`config.mk`:
```
export PLATFORM = sky130hd
export DESIGN_NAME = lsec_ctrl
export DESIGN_NICKNAME = d
export VERILOG_FILES = /design/src/rtl/lsec_pkg.sv /design/src/rtl/lsec_boot_if.sv /design/src/rtl/lsec_boot_timer.sv /design/src/rtl/lsec_ctrl.sv
export SDC_FILE = /design/constraint.sdc
export NUM_CORES = 1
export LEC_CHECK = 0
export BUFFER_PORTS_ARGS = -buffer_cell sky130_fd_sc_hd__buf_2
export CAP_MARGIN = 5
export CORE_MARGIN = 1
export CORE_UTILIZATION = 50
export CTS_BUF_LIST = sky130_fd_sc_hd__clkbuf_8 sky130_fd_sc_hd__clkbuf_16
export DETAILED_ROUTE_END_ITERATION = 10
export MAX_ROUTING_LAYER = met4
export PLACE_DENSITY = 0.78
export RECOVER_POWER = 25
export SYNTH_ARGS = -nofsm -noshare
export SYNTH_HDL_FRONTEND = slang
export SYNTH_HIERARCHICAL = 1
export SYNTH_SLANG_ARGS = --single-unit
export TNS_END_PERCENT = 1
```
`constraint.sdc`:
```
create_clock -name core_clk_in -period 2 [get_ports core_clk_in]
set_input_delay 0 -clock core_clk_in [delete_from_list [all_inputs] [get_ports core_clk_in]]
set_output_delay 0 -clock core_clk_in [all_outputs]
set_load 0.03 [all_outputs]
```
`src/rtl/lsec_pkg.sv`:
```
// constants, codes and shared helpers for the load switch enable control
package lsec_pkg;

	// --------------------------------------------------------------
	// register offsets
	// --------------------------------------------------------------
	localparam logic [7:0] SW1_PIN_SELECT_OFS = 8'h5b;
	localparam logic [7:0] SW2_ENABLE_OFS     = 8'h5c;
	localparam logic [7:0] SW2_CONFIG_OFS     = 8'h5d;
	localparam logic [7:0] SW2_PIN_SELECT_OFS = 8'h5e;

	// --------------------------------------------------------------
	// field positions
	// --------------------------------------------------------------
	localparam int SEQ_LSB  = 5;
	localparam int EN_LSB   = 0;
	localparam int ACT_BIT  = 2;
	localparam int LOWQ_BIT = 1;
	localparam int PSV_BIT  = 0;

	// --------------------------------------------------------------
	// reset values
	// --------------------------------------------------------------
	localparam logic [1:0] SOFT_ENABLE_RST = 2'h0;
	localparam logic [2:0] CONFIG_RST      = 3'h0;
	localparam logic [7:0] PIN_SELECT_RST  = 8'h00;
	localparam logic [7:0] READ_ZERO       = 8'h00;

	// --------------------------------------------------------------
	// field codes
	// --------------------------------------------------------------
	typedef enum logic [2:0] {
		SEQ_OFF  = 3'b000,
		SEQ_AT0  = 3'b010,
		SEQ_AT25 = 3'b011,
		SEQ_AT50 = 3'b100,
		SEQ_SOFT = 3'b111
	} lsec_seq_e;

	typedef enum logic [1:0] {
		EN_OFF = 2'b00,
		EN_ON  = 2'b01,
		EN_PIN = 2'b10
	} lsec_en_e;

	// --------------------------------------------------------------
	// timing
	// --------------------------------------------------------------
	localparam int CLK_MHZ           = 250;
	localparam int BOOT_DELAY_US     = 100;
	localparam int BOOT_DELAY_CYCLES = BOOT_DELAY_US * CLK_MHZ;

	// OR of the selected multipurpose inputs
	function automatic logic lsec_pin_or(input logic [7:0] pins, input logic [7:0] sel);
		return |(pins & sel);
	endfunction

endpackage

```
`src/rtl/lsec_boot_if.sv`:
```
// boot progress milestones passed from the boot timer to the control
`timescale 1ns/100ps
`default_nettype none
interface lsec_boot_if;
	logic at25;
	logic at50;
	logic done;
	modport timer (output at25, output at50, output done);
	modport ctrl  (input at25, input at50, input done);
endinterface
`default_nettype wire

```
`src/rtl/lsec_boot_timer.sv`:
```
// boot delay counter raising 25, 50 and 100 percent milestones
`timescale 1ns/100ps
`default_nettype none
module lsec_boot_timer #(
	parameter int BOOT_CYCLES = lsec_pkg::BOOT_DELAY_CYCLES
) (
	// clock and reset
	input  wire logic  core_clk_in,
	input  wire logic  rstn_in,
	// milestones
	lsec_boot_if.timer boot
);
	localparam int CW = $clog2(BOOT_CYCLES + 1);

	// the quarter milestone needs at least one count of its own
	if (BOOT_CYCLES < 4)
	begin : g_boot_check
		$error("boot delay must be at least four cycles");
	end

	logic [CW-1:0] cnt_reg;
	logic [CW-1:0] cnt_next;
	logic [2:0]    mile_reg;
	logic [2:0]    mile_next;

	always_comb
	begin
		cnt_next  = cnt_reg;
		if (cnt_reg != CW'(BOOT_CYCLES))
			cnt_next = cnt_reg + CW'(1);
		mile_next = {cnt_next >= CW'(BOOT_CYCLES),
		             cnt_next >= CW'(BOOT_CYCLES / 2),
		             cnt_next >= CW'(BOOT_CYCLES / 4)};
	end

	always_ff @(posedge core_clk_in or negedge rstn_in)
	begin
		if (!rstn_in)
		begin
			cnt_reg  <= '0;
			mile_reg <= 3'h0;
		end
		else
		begin
			cnt_reg  <= cnt_next;
			mile_reg <= mile_next;
		end
	end

	assign boot.at25 = mile_reg[0];
	assign boot.at50 = mile_reg[1];
	assign boot.done = mile_reg[2];
endmodule
`default_nettype wire

```
`src/rtl/lsec_ctrl.sv`:
```
// enable control and configuration registers of the second load switch
//
// Contract
// - sequence strap 000 off; 010/011/100 turn on at 0/25/50% boot delay.
// - sequence 111 hands the switch to the soft enable after full boot delay.
// - soft enable obeyed only under 111: 00 off, 01 on, 10 pins.
// - pin mode takes the switch state from inputs selected at 0x5e.
// - first switch pin bits select inputs, valid under 111 and 10, ORed.
// - config bit 2 set: active discharge also while enable is low.
// - config bit 1 clear keeps drop protection on; set turns it off.
// - config bit 0 set: passive discharge also while enable is low.
// - second switch pin bits valid only under 111 and 10, ORed.
`timescale 1ns/100ps
`default_nettype none
module lsec_ctrl #(
	parameter int BOOT_CYCLES = lsec_pkg::BOOT_DELAY_CYCLES
) (
	// clock and reset
	input  wire logic       core_clk_in,
	input  wire logic       rstn_in,
	// register port
	input  wire logic [7:0] reg_addr_in,
	input  wire logic       reg_wr_in,
	input  wire logic [7:0] reg_wdata_in,
	input  wire logic       reg_rd_in,
	output logic      [7:0] reg_rdata_out,
	// straps and first switch state
	input  wire logic [2:0] sw2_boot_sequence_in,
	input  wire logic [2:0] sw1_boot_sequence_in,
	input  wire logic [1:0] sw1_soft_enable_in,
	// power mode events
	input  wire logic       hard_reset_mode_in,
	input  wire logic       off_entry_in,
	// multipurpose inputs
	input  wire logic [7:0] multipurpose_input_in,
	// switch controls
	output logic            sw2_enable_out,
	output logic            sw2_active_discharge_out,
	output logic            sw2_passive_discharge_out,
	output logic            sw2_protect_enable_out,
	output logic            sw1_pin_enable_out
);
	lsec_boot_if boot_if ();

	lsec_boot_timer #(.BOOT_CYCLES(BOOT_CYCLES)) u_timer (
		.core_clk_in (core_clk_in),
		.rstn_in     (rstn_in),
		.boot        (boot_if.timer)
	);

	// --------------------------------------------------------------
	// register state
	// --------------------------------------------------------------
	logic [2:0] seq_reg;
	logic [2:0] seq_next;
	logic       strap_reg;
	logic [1:0] en_reg;
	logic [1:0] en_next;
	logic [2:0] cfg_reg;
	logic [2:0] cfg_next;
	logic [7:0] sel2_reg;
	logic [7:0] sel2_next;
	logic [7:0] sel1_reg;
	logic [7:0] sel1_next;
	logic [7:0] rdata_next;

	always_comb
	begin
		seq_next   = strap_reg ? seq_reg : sw2_boot_sequence_in;
		en_next    = en_reg;
		cfg_next   = cfg_reg;
		sel2_next  = sel2_reg;
		sel1_next  = sel1_reg;
		rdata_next = reg_rdata_out;
		if (reg_wr_in)
		begin
			case (reg_addr_in)
				lsec_pkg::SW2_ENABLE_OFS:     en_next   = reg_wdata_in[lsec_pkg::EN_LSB +: 2];
				lsec_pkg::SW2_CONFIG_OFS:     cfg_next  = reg_wdata_in[2:0];
				lsec_pkg::SW2_PIN_SELECT_OFS: sel2_next = reg_wdata_in;
				lsec_pkg::SW1_PIN_SELECT_OFS: sel1_next = reg_wdata_in;
				default:                      en_next   = en_reg;
			endcase
		end
		if (reg_rd_in)
		begin
			case (reg_addr_in)
				lsec_pkg::SW2_ENABLE_OFS:     rdata_next = {seq_reg, 3'h0, en_reg};
				lsec_pkg::SW2_CONFIG_OFS:     rdata_next = {5'h00, cfg_reg};
				lsec_pkg::SW2_PIN_SELECT_OFS: rdata_next = sel2_reg;
				lsec_pkg::SW1_PIN_SELECT_OFS: rdata_next = sel1_reg;
				default:                      rdata_next = lsec_pkg::READ_ZERO;
			endcase
		end
	end

	// the strap is caught on the first edge after reset release
	always_ff @(posedge core_clk_in or negedge rstn_in)
	begin
		if (!rstn_in)
		begin
			seq_reg       <= 3'h0;
			strap_reg     <= 1'b0;
			en_reg        <= lsec_pkg::SOFT_ENABLE_RST;
			cfg_reg       <= lsec_pkg::CONFIG_RST;
			sel2_reg      <= lsec_pkg::PIN_SELECT_RST;
			sel1_reg      <= lsec_pkg::PIN_SELECT_RST;
			reg_rdata_out <= lsec_pkg::READ_ZERO;
		end
		else
		begin
			seq_reg       <= seq_next;
			strap_reg     <= 1'b1;
			en_reg        <= en_next;
			cfg_reg       <= cfg_next;
			sel2_reg      <= sel2_next;
			sel1_reg      <= sel1_next;
			reg_rdata_out <= rdata_next;
		end
	end

	// --------------------------------------------------------------
	// switch decisions
	// --------------------------------------------------------------
	logic ena_next;
	logic act_next;
	logic psv_next;
	logic sw1_next;

	always_comb
	begin
		ena_next = 1'b0;
		if (strap_reg)
		begin
			case (seq_reg)
				lsec_pkg::SEQ_OFF:  ena_next = 1'b0;
				lsec_pkg::SEQ_AT0:  ena_next = 1'b1;
				lsec_pkg::SEQ_AT25: ena_next = boot_if.at25;
				lsec_pkg::SEQ_AT50: ena_next = boot_if.at50;
				lsec_pkg::SEQ_SOFT:
				begin
					case (en_reg)
						lsec_pkg::EN_ON:  ena_next = boot_if.done;
						lsec_pkg::EN_PIN: ena_next = boot_if.done
						                  & lsec_pkg::lsec_pin_or(multipurpose_input_in, sel2_reg);
						default:          ena_next = 1'b0;
					endcase
				end
				default:            ena_next = 1'b0;
			endcase
		end
		act_next = hard_reset_mode_in | (cfg_reg[lsec_pkg::ACT_BIT] & ~ena_next);
		psv_next = off_entry_in | hard_reset_mode_in
		         | (cfg_reg[lsec_pkg::PSV_BIT] & ~ena_next);
		sw1_next = boot_if.done & (sw1_boot_sequence_in == lsec_pkg::SEQ_SOFT)
		         & (sw1_soft_enable_in == lsec_pkg::EN_PIN)
		         & lsec_pkg::lsec_pin_or(multipurpose_input_in, sel1_reg);
	end

	always_ff @(posedge core_clk_in or negedge rstn_in)
	begin
		if (!rstn_in)
		begin
			sw2_enable_out            <= 1'b0;
			sw2_active_discharge_out  <= 1'b0;
			sw2_passive_discharge_out <= 1'b0;
			sw2_protect_enable_out    <= 1'b1;
			sw1_pin_enable_out        <= 1'b0;
		end
		else
		begin
			sw2_enable_out            <= ena_next;
			sw2_active_discharge_out  <= act_next;
			sw2_passive_discharge_out <= psv_next;
			sw2_protect_enable_out    <= ~cfg_reg[lsec_pkg::LOWQ_BIT];
			sw1_pin_enable_out        <= sw1_next;
		end
	end
endmodule
`default_nettype wire

```
; Word-level counts from Yosys, hierarchy flattened
; Cells that the tools add are included.
[totals]
inputBits = 38
register_bits = 56
[op_classes]
order_cmp = 3
n_eq_ne = 13
n_bitwise = 13
add_sub_neg = 1
n_mux = 5
reduce_logical = 6
[op_table]
columns = operator, count
row1 = 8-bit by 7-bit equality test with 1-bit output (second input constant), 4
row2 = 8-bit one-hot mux with 4 select lines, 1
row3 = 8-bit bitwise AND, 2
row4 = 8-bit OR reduction, 2
row5 = 15-bit by 1-bit adder with 15-bit output (second input constant), 1
row6 = 15-bit by 13-bit greater-or-equal comparator with 1-bit output (second input constant), 1
row7 = 15-bit by 14-bit greater-or-equal comparator with 1-bit output (second input constant), 1
row8 = 15-bit greater-or-equal comparator (second input constant), 1
row9 = 15-bit two-way mux, 1
row10 = 15-bit != test (second input constant), 1
row11 = 3-bit equality test (second input constant), 3
row12 = 2-bit AND reduction, 4
row13 = 1-bit bitwise AND, 6
row14 = 3-bit by 2-bit equality test with 1-bit output (second input constant), 2
row15 = 2-bit equality test (second input constant), 2
row16 = 1-bit one-hot mux with 4 select lines, 1
row17 = 1-bit bitwise OR, 3
row18 = 2-bit by 1-bit equality test with 1-bit output (second input constant), 1
row19 = 1-bit NOT, 2
row20 = 1-bit one-hot mux with 2 select lines, 1
row21 = 1-bit two-way mux, 1

; Depth between registers and ports, before layout
; Gate-level depths: netlist of the first run.
[logic_depth]
word_depth = 9
depth_mapped = 8
ltp_nobuf = 7

; Cells and area by module
; The synthesis of the first run kept the hierarchy.
[modules_own_cells]
columns = mod, instances, cells_each, seq_area_each_um2, area_per_inst_um2
row1 = lsec_ctrl, 1, 149, 952.2, 1796.7
row2 = lsec_boot_timer, 1, 120, 450.4, 1141.1

; Least setup slack after synthesis of the first run
; No wires, ideal clock.
[synth_path]
kind = reg-to-reg
from = reg u_timer.cnt_reg[9]
to = reg u_timer.mile_reg[0]
arrival_time_ps = 1936
path_slack_ps = -60
path_stages_with_launch = 7
path_cell_list = dfrtp_1 -> buf_6 -> or3_4 -> nor4_4 -> o311ai_1 -> a311o_1 -> a211o_1
[synth_via]
elab_chain_len = 3
elab_cells_between_ends = 4
classes_between = 1 x add/sub / 1 x order compare / 1 x eq/ne / 1 x mux
[synth_rtl]
columns = item, line_no
row1 = start: declaration, lsec_boot_timer.sv:21  ; logic [CW-1:0] cnt_reg;
row2 = start signal: assignment, lsec_boot_timer.sv:45  ; cnt_reg <= cnt_next;
row3 = 15-bit by 1-bit adder with 15-bit output or 15-bit != test (tied branches), "lsec_boot_timer.sv:30, lsec_boot_timer.sv:29"
row4 = 15-bit two-way mux (*), lsec_boot_timer.sv:29  ; if (cnt_reg != CW'(BOOT_CYCLES))
row5 = 15-bit by 13-bit greater-or-equal comparator with 1-bit output (*), lsec_boot_timer.sv:33  ; cnt_next >= CW'(BOOT_CYCLES / 4)};
row6 = net u_timer.mile_next[0], lsec_boot_timer.sv:24  ; logic [2:0] mile_next;
row7 = end signal: assignment, lsec_boot_timer.sv:46  ; mile_reg <= mile_next;
row8 = end: declaration, lsec_boot_timer.sv:23  ; logic [2:0] mile_reg;
; The timed path passes the listed nets; every way through them passes the cells marked *.
; A chain may end at the register's enable or synchronous reset.

; Final worst setup path of the first run
; Same ends and word-level chain as after synthesis.

==> key figures, run 1 <==
Status
  – Status: finished clean

Power
  – Power Density: 582.1 mW/mm²
  – Worst VDD drop: 267.2 µV
  – Leak: 1.655 nW
  – Total chip power: 2.149 mW

Route
  – First drt pass iteration count: 4
  – Antenna Violating Nets Remaining: 0
  – Vias per cell: 5.657
  – Initial DRC count: 185
  – Drt drc: 0
  – Overall via count from detail_route: 2421
  – WL/cell: 16.03 µm
  – Routed wire length: 6861 µm

Floorplanning
  – Core Area: 0.005574 mm²
  – Die area: 0.006186 mm²
  – Die height: 78.65 µm
  – Initial Util: 0.5270
  – I/O Pins: 51
  – # rows: 27
  – Die X: 78.65 µm

STA
  – Slew Limit Fails: 0
  – Final setup viols: 0
  – Final Hold Viols: 0
  – Final period utilization: 0.9738
  – Setup tns final: 0 ps
  – Worst Skew: 9.209 ps
  – Fin crit period: 1948 ps
  – Worst Setup Slack, final: 52.43 ps
  – Relative slew slack: 0.3055
  – Slew @ Worst Pin: 1042 ps
  – Fmax: 513.5 MHz

Worst setup path
  – Worst-path maximum fanout: 4
  – Worst R2R Setup Slack: 50 ps
  – Kind of critical path: reg -> reg
  – Worst r2r dst: u_timer/mile_reg[0]
  – CP Capture Point: u_timer/mile_reg[0]
  – WP buf/inv: 0
  – CP cell instances: or3_4, nor4_4, o311ai_2, a311o_1, a211o_1
  – Critical Path AT: 2140 ps
  – Worst path required time: 2200 ps
  – Instance count on the critical path: 5
  – Crit path from: u_timer/cnt_reg[9]
  – Worst R2R Path Depth: 5
  – R2r startpoint: u_timer/cnt_reg[9]
  – Worst Setup Start Kind: flip-flop
  – CP endpoint kind: flip-flop
  – Crit-path leading delay family: compound AO/OA/AOI/OAI gates
  – Slowest-stage cell, CP: dfrtp_1
  – Crit-path max cell delay: 410 ps

Final layout
  – Ratio of cells with drive above 1 in the final layout: 0.3483
  – Fill cells: 439
  – Max FFs per register: 15
  – Most common cell after layout, fill and taps aside: dfrtp_1
  – Final core occ: 0.6624
  – Storage cell area: 0.001406 mm²
  – Ant. Diodes: 0
  – Nets: 397
  – Syn-to-layout area delta: 25.68%
  – Multi-input logic area: 0.001394 mm²
  – Most frequent cells in the layout: dfrtp_1, buf_2, mux2_2
  – Final instance area: 0.003692 mm²

Clock tree
  – H-tree depth: 2
  – Worst-path clk slew: 100 ps
  – Num Clock Sinks: 56
  – CTS root buf: clkbuf_8
  – Longest Clk Path Bufs: 2
  – Clk Latency, worst-skew pair: 310 ps
  – CTS tree: built
  – TritonCTS Buffers: 5

Place
  – DP Worst Slack: 19.35 ps
  – Port bufs: 50
  – Hpwl dp: 5001 µm
  – Area after DPL: 0.003346 mm²
  – GP Congestion: 0.9138

GRT
  – Initial antenna violation count: 0
  – Total GRT Usage: 0.2393
  – Vias in the first global route: 2366
  – Largest net degree at the start of global routing: 22
  – Global-route wire length before repair: 10980 µm
  – Global route overflow: 0

Synth
  – Mean Syn Cell Area: 10.92 µm²
  – Asr flop ratio synth: 1.000
  – Synthesized instance count: 269
  – Synthesized area: 0.002938 mm²
  – Flops & latches, synth: 56
  – Synth Flop Type: dfrtp_1
  – YS warnings: 6
  – Synthesized net count: 311
  – Distinct cell type count after synthesis: 64
  – Post-synthesis sequential area ratio: 0.4774
  – EDFF count, synth: 0

Flow run
  – Max cap viols: 0

Min path
  – Worst hold path type: in -> reg
## report_power, final
group | internal (mW) | total, mW | switching, mW
combinational | 0.101 | 0.202 | 0.101
sequential | 1.16 | 1.19 | 0.0289
clock | 0.378 | 0.755 | 0.377
## cell usage after synthesis, types with 2 or more instances
cell	count	area share
a22oi_1	15	0.038
buf_6	3	0.011
and4_1	2	0.0060
o211ai_1	2	0.0051
mux2_2	25	0.096
a31oi_1	4	0.0085
xnor2_1	10	0.030
mux2_1	2	0.0077
xor2_1	4	0.012
buf_2	2	0.0034
nand3_1	5	0.0085
buf_4	2	0.0051
ha_1	4	0.017
nor2_1	8	0.010
and3_1	4	0.0085
a22o_1	4	0.012
clkbuf_1	3	0.0038
o31ai_1	2	0.0051
nand4_1	8	0.017
nor3_1	6	0.010
nand2_1	14	0.018
nor2b_1	4	0.0085
dfrtp_1	55	0.47
a21oi_1	3	0.0051
nor4_1	5	0.011
o21ai_0	3	0.0051
o22ai_1	10	0.021
inv_1	24	0.031
## metal layers
metal / up-vias / GRT usage / share of wire / wire, µm
li1: 1155 / - / - / -
met2: 79 / 0.4078 / 0.52 / 3547
met4: 0 / 0.06667 / 0.0045 / 31
met3: 4 / 0.04302 / 0.051 / 348
met5: - / - / 0 / 0
met1: 1183 / 0.2907 / 0.43 / 2933
## per-stage QoR
| stage | instances | hold slack, ps |
|---|---|---|
| after global routing | 428 | 31.42 |
| final | 428 | 22.53 |
| after floorplan | 269 | -295.6 |
| after detailed placement | 399 | -33.16 |
| after CTS | 425 | 17.59 |
| after global placement | 399 | -38.21 |
## kinds of logic after synthesis
group                    share of synthesized area
XOR/XNOR                                   0.04174
buffers and inverters                      0.05877
other                                     0.001276
adder cells (fa/ha/maj)                    0.01704
AND/OR/NAND/NOR                             0.1601
flip-flops                                  0.4774
AO/OA/AOI/OAI                               0.1367
multiplexers                                0.1069
## worst reg2reg max path, stage by stage (launching register included)
cell	delay [ps]
dfrtp_1	410
or3_4	410
nor4_4	260
o311ai_2	120
a311o_1	370
a211o_1	270
## worst min-delay path by stage
stage / from / end / depth (start not counted)
final: reg_rd_in / reg_rdata_out[7] / 2
after global routing: reg_rd_in / reg_rdata_out[7] / 2
after CTS: reg_rd_in / reg_rdata_out[7] / 2
after detailed placement: rstn_in / sw2_passive_discharge_out / 1
after global placement: rstn_in / sw2_enable_out / 1
after floorplan: rstn_in / cfg_reg[0] / 0
## cell type report
type	count	area share
clock inverters	3	0.01254
multi-input cells	177	0.3775
clock buffers	5	0.01864
repair buffers	91	0.1616
inverters	24	0.02440
flip-flops and latches	56	0.3809
well taps	72	0.02440
## timing repair
item / 4_1_cts / 5_1_grt
hold buffers: 17 / 0
setup buffers: 1 / 3
setup endpoints to repair: 1 / 3
endpoints found under the hold margin: 45 / 0
pin swaps: 0 / 5
gates resized for setup: 1 / 7
Note: power is estimated with default switching activity, not from simulation.
==> run 2, diff against run 1 <==
--- a/config.mk
+++ b/config.mk
@@ -7,8 +7,10 @@
 export LEC_CHECK = 0
 export BUFFER_PORTS_ARGS = -buffer_cell sky130_fd_sc_hd__buf_2
 export CAP_MARGIN = 5
+export CELL_PAD_IN_SITES_DETAIL_PLACEMENT = 1
+export CELL_PAD_IN_SITES_GLOBAL_PLACEMENT = 1
 export CORE_MARGIN = 1
-export CORE_UTILIZATION = 50
+export CORE_UTILIZATION = 39
 export CTS_BUF_LIST = sky130_fd_sc_hd__clkbuf_8 sky130_fd_sc_hd__clkbuf_16
 export DETAILED_ROUTE_END_ITERATION = 10
 export MAX_ROUTING_LAYER = met4
==> key figures, run 2 (synthesis results as in run 1) <==
Clock tree
  – Longest Clk Path Bufs: 2
  – H-tree depth: 2
  – CTS root buf: clkbuf_8
  – Num Clock Sinks: 56
  – Clk Latency, worst-skew pair: 320 ps
  – TritonCTS Buffers: 5
  – CTS tree: built
  – Worst-path clk slew: 110 ps

GRT
  – Largest net degree at the start of global routing: 57
  – Met3 GRT Util: 0.02985
  – Global route overflow: 0
  – Global-route wire length before repair: 12440 µm
  – Vias in the first global route: 2532
  – Layer carrying the most global-route usage: met2
  – GR met1 Demand/Resource: 0.2532
  – Met2 GRT Util: 0.3902
  – Initial antenna violation count: 0
  – Total GRT Usage: 0.2165

Route
  – Vias per cell: 5.374
  – First drt pass iteration count: 4
  – Initial DRC count: 67
  – Antenna Violating Nets Remaining: 0
  – Drt drc: 0
  – WL/cell: 17.27 µm
  – Routed wire length: 7839 µm
  – Overall via count from detail_route: 2440

Power
  – Leak: 1.612 nW
  – Power Density: 553.5 mW/mm²
  – Worst VDD drop: 359.7 µV

Final layout
  – Nets: 396
  – Fill cells: 811
  – Most frequent cells in the layout: dfrtp_1, buf_2, mux2_2
  – Multi-input logic area: 0.001420 mm²
  – Ant. Diodes: 0
  – Max FFs per register: 15
  – Syn-to-layout area delta: 26.41%
  – Final core occ: 0.5120
  – Most common cell after layout, fill and taps aside: dfrtp_1
  – Post-route insts no fill: 454
  – Storage cell area: 0.001408 mm²
  – Ratio of cells with drive above 1 in the final layout: 0.3268

Min path
  – Worst hold path type: in -> reg

STA
  – Worst Skew: 12.63 ps
  – Fin crit period: 1942 ps
  – Final setup viols: 0
  – Slew @ Worst Pin: 1437 ps
  – RSZ-0062 raised after global routing: no
  – Final period utilization: 0.9708
  – Relative slew slack: 0.04206
  – Fmax: 515.0 MHz
  – Slew Limit Fails: 0
  – Final Hold Viols: 0

Worst setup path
  – Critical Path AT: 2160 ps
  – Worst path required time: 2210 ps
  – CP endpoint kind: flip-flop
  – Kind of critical path: reg -> reg
  – Worst Setup Start Kind: flip-flop
  – Worst-path maximum fanout: 4

Place
  – GP Congestion: 0.8836
  – Hpwl dp: 5756 µm
  – Port bufs: 50
  – Placed Cells: 424

Flow run
  – Max cap viols: 0

Floorplanning
  – Initial Util: 0.4050
  – Core Area: 0.007253 mm²
  – Die height: 88.79 µm
  – I/O Pins: 51
  – Die area: 0.007884 mm²
  – # rows: 31
  – Die X: 88.79 µm

Status
  – Status: finished clean
run 2: metrics by stage:
stage | hold WS [ps] | area [µm²] | setup slack [ps] | total power, mW | TNS (ps)
6_report | 9.851 | 3714 | 58.34 | 2.056 | 0
5_1_grt | 16.65 | 3714 | 7.538 | 2.143 | 0
4_1_cts | 0.3535 | 3633 | 13.21 | 2.089 | 0
3_5_place_dp | 172.0 | 3364 | -3.723 | 1.398 | -3.723
3_3_place_gp | 159.3 | 3364 | 52.63 | 1.388 | 0
2_1_floorplan | -295.6 | 2938 | 15.52 | 1.291 | 0
run 2: final cells by class:
cell class                      count  area share
Tap cell                           99     0.03336
Timing Repair Buffer               90      0.1550
Multi-Input combinational cell    177      0.3824
Sequential cell                    56      0.3790
Clock inverter                      3    0.007412
Inverter                           24     0.02426
Clock buffer                        5     0.01853
run 2: what timing repair did:
item                       4_1_cts  5_1_grt
hold endpoints to repair        82        0
setup buffers                    0        5
setup endpoints to repair        3        3
pin swaps                        0        5
resized for setup                1       12
gates cloned                     0        0
hold buffers                    17        0
run 2: worst max-delay path, cell delays in order (launching register included):
cell,delay [ps]
dfrtp_2,430
buf_4,140
and3_1,270
nand2_1,100
a221o_1,320
a311o_1,320
a211o_1,250
run 2: path summary, 6_finish.rpt:
check                                        start  slack (ps)  depth (start not counted)                        to
worst min-delay path                     reg_rd_in          10                          2          reg_rdata_out[1]
max in group asynchronous                  rstn_in         410                          3        u_timer/cnt_reg[3]
worst max-delay path            u_timer/cnt_reg[0]          60                          6       u_timer/mile_reg[0]
worst min register to register          cfg_reg[1]         430                          1    sw2_protect_enable_out
worst max register to register  u_timer/cnt_reg[0]          60                          6       u_timer/mile_reg[0]
min in group asynchronous                  rstn_in         630                          3  sw2_active_discharge_out
run 2: per-layer routing:
metal / routed length, µm / share of wire
met1: 3317 / 0.42
met2: 4250 / 0.54
met3: 182 / 0.023
met4: 88 / 0.011
met5: 0 / 0
run 2: power by group:
group	total [mW]	switching, mW	internal [mW]
logic	0.202	0.103	0.0989
clock network	0.659	0.401	0.258
registers	1.19	0.0305	1.16
total	2.06	0.535	1.52
==> run 3, diff against run 2 <==
--- a/config.mk
+++ b/config.mk
@@ -9,6 +9,7 @@
 export CAP_MARGIN = 5
 export CELL_PAD_IN_SITES_DETAIL_PLACEMENT = 1
 export CELL_PAD_IN_SITES_GLOBAL_PLACEMENT = 1
+export CORE_ASPECT_RATIO = 0.75
 export CORE_MARGIN = 1
 export CORE_UTILIZATION = 39
 export CTS_BUF_LIST = sky130_fd_sc_hd__clkbuf_8 sky130_fd_sc_hd__clkbuf_16
==> constraint.sdc (replaced) <==
create_clock -name core_clk_in -period 1.6 [get_ports core_clk_in]
set_input_delay 0 -clock core_clk_in [delete_from_list [all_inputs] [get_ports core_clk_in]]
set_output_delay 0 -clock core_clk_in [all_outputs]
set_load 0.03 [all_outputs]
==> key figures, run 3 (synthesis results as in run 1) <==
Worst setup path
  – Worst R2R Setup Slack: -320 ps
  – Worst-path maximum fanout: 8
  – Crit-path max cell delay: 440 ps
  – Worst path required time: 1810 ps
  – CP cell instances: ha_4, nand2_2, or3_4, xnor2_2, a311o_1, a211o_1
  – R2r startpoint: u_timer/cnt_reg[1]
  – CP endpoint kind: flip-flop
  – Kind of critical path: reg -> reg
  – Worst r2r dst: u_timer/mile_reg[0]
  – Slowest-stage cell, CP: dfrtp_2
  – Worst R2R Path Depth: 6
  – Critical Path AT: 2130 ps
  – Worst Setup Start Kind: flip-flop

STA
  – Worst Setup Slack, final: -322.9 ps
  – Setup tns final: -1555 ps
  – Final setup viols: 6
  – Fmax: 520.0 MHz
  – Relative slew slack: 0.4707
  – RSZ-0062 raised after global routing: yes
  – Worst Skew: 13.48 ps
  – Fin crit period: 1923 ps
  – Slew @ Worst Pin: 793.9 ps
  – Final Hold Viols: 0
  – Final period utilization: 1.202
  – Slew Limit Fails: 0

Status
  – Failing checks: negative setup slack
  – Status: complete, but fails checks

Clock tree
  – CTS root buf: clkbuf_8
  – Clk Latency, worst-skew pair: 320 ps
  – Longest Clk Path Bufs: 2
  – Worst-path clk slew: 110 ps
  – Num Clock Sinks: 56
  – H-tree depth: 2
  – TritonCTS Buffers: 5
  – CTS tree: built

Flow run
  – Max cap viols: 0

Power
  – Leak: 1.856 nW
  – P_sw: 0.6776 mW
  – Switching share of power: 0.2620
  – Power Density: 640.2 mW/mm²
  – Power share of the clock group: 0.319
  – Comb pwr share: 0.104
  – Worst VDD drop: 452.5 µV
  – Cell-internal power: 1.909 mW
  – Part of the power in registers: 0.577

Floorplanning
  – Die X: 102.2 µm
  – I/O Pins: 51
  – # rows: 27
  – Initial Util: 0.4008
  – Die area: 0.007888 mm²
  – Core Area: 0.007331 mm²
  – Die height: 77.17 µm

Place
  – GP Congestion: 0.8924
  – Placed Cells: 456
  – Hpwl dp: 6453 µm
  – Port bufs: 50

Final layout
  – Final core occ: 0.5511
  – Ratio of cells with drive above 1 in the final layout: 0.4282
  – Max FFs per register: 15
  – Ant. Diodes: 0
  – Post-route insts no fill: 491
  – Syn-to-layout area delta: 37.52%
  – Fill cells: 827
  – Most common cell after layout, fill and taps aside: buf_4
  – Nets: 431
  – Most frequent cells in the layout: buf_4, dfrtp_1, buf_2

Route
  – Vias per cell: 5.401
  – WL/cell: 17.67 µm
  – Routed wl met2: 3903 µm
  – Met3 WL post-DR: 429 µm
  – Overall via count from detail_route: 2652
  – Initial DRC count: 121
  – Routed wire length: 8678 µm
  – Max layer used: met4
  – First drt pass iteration count: 4
  – Post-Route M1 WL: 4260 µm
  – Drt drc: 0
  – Antenna Violating Nets Remaining: 0

GRT
  – Global-route wire length before repair: 14010 µm
  – Total GRT Usage: 0.2426
  – Largest net degree at the start of global routing: 57
  – Vias in the first global route: 2696
  – Global route overflow: 0
  – Initial antenna violation count: 0

Min path
  – Hold depth: 2
  – Worst hold path type: in -> reg
  – Hold Path End: reg_rdata_out[5]
  – HP Start: reg_rd_in
[run 3: power groups by stage]
stage               combinational (mW)  sequential [mW]  clock [mW]
finish                           0.269             1.49       0.825
global route                     0.297             1.50       0.910
CTS                              0.274             1.49       0.859
detailed placement               0.238             1.52           0
global placement                 0.229             1.52           0
floorplan                       0.0980             1.52           0
[run 3: final cells by class]
class	count	area [µm²]	area share
well taps	101	126.4	0.03128
inverters	24	90.09	0.02230
repair buffers	125	877.1	0.2171
flip-flops and latches	56	1409	0.3487
clock inverters	3	25.02	0.006194
clock buffers	5	68.82	0.01703
multi-input cells	177	1444	0.3574
[run 3: per-stage QoR]
| stage | total power, mW | setup WS [ps] | hold WS [ps] | instance area, µm² |
|---|---|---|---|---|
| finish | 2.586 | -322.9 | 17.47 | 4040 |
| global placement | 1.745 | -291.5 | 26.11 | 3635 |
| CTS | 2.624 | -338.8 | 6.391 | 3971 |
| detailed placement | 1.756 | -361.0 | 31.05 | 3635 |
| floorplan | 1.614 | -302.7 | -295.6 | 2980 |
| global route | 2.705 | -386.7 | 33.82 | 4040 |
[run 3: worst max-delay path by stage]
| stage | cells after the start | startpoint | slack (ps) | endpoint |
|---|---|---|---|---|
| 2_1_floorplan | 6 | u_timer/cnt_reg[9] | -300 | u_timer/mile_reg[0] |
| 3_3_place_gp | 6 | u_timer/cnt_reg[0] | -290 | u_timer/mile_reg[0] |
| 3_5_place_dp | 7 | u_timer/cnt_reg[0] | -360 | u_timer/mile_reg[0] |
| 4_1_cts | 6 | u_timer/cnt_reg[1] | -340 | u_timer/mile_reg[0] |
| 5_1_grt | 5 | u_timer/cnt_reg[3] | -390 | u_timer/mile_reg[2] |
| 6_report | 6 | u_timer/cnt_reg[1] | -320 | u_timer/mile_reg[0] |
[run 3: layer usage]
layer  GRT usage  up-vias
met5           -        -
met4     0.04571        0
met3     0.04011       11
met2      0.3530       78
met1      0.3560     1331
li1            -     1232
[run 3: worst max-delay path, delay by kind of cell, from the launching register on]
kind	cells	cell delay, ps
simple gates	2	410
xor+xnor	1	150
compound gates	2	620
flops	1	440
fa+ha+maj	1	200
[run 3: repair_timing]
action | 4_1_cts | 5_1_grt
hold buffers | 19 | 0
buffers inserted | 4 | 4
resized for setup | 6 | 10
setup endpoints to repair | 7 | 8
endpoints found under the hold margin | 83 | 0
pin swaps | 7 | 8
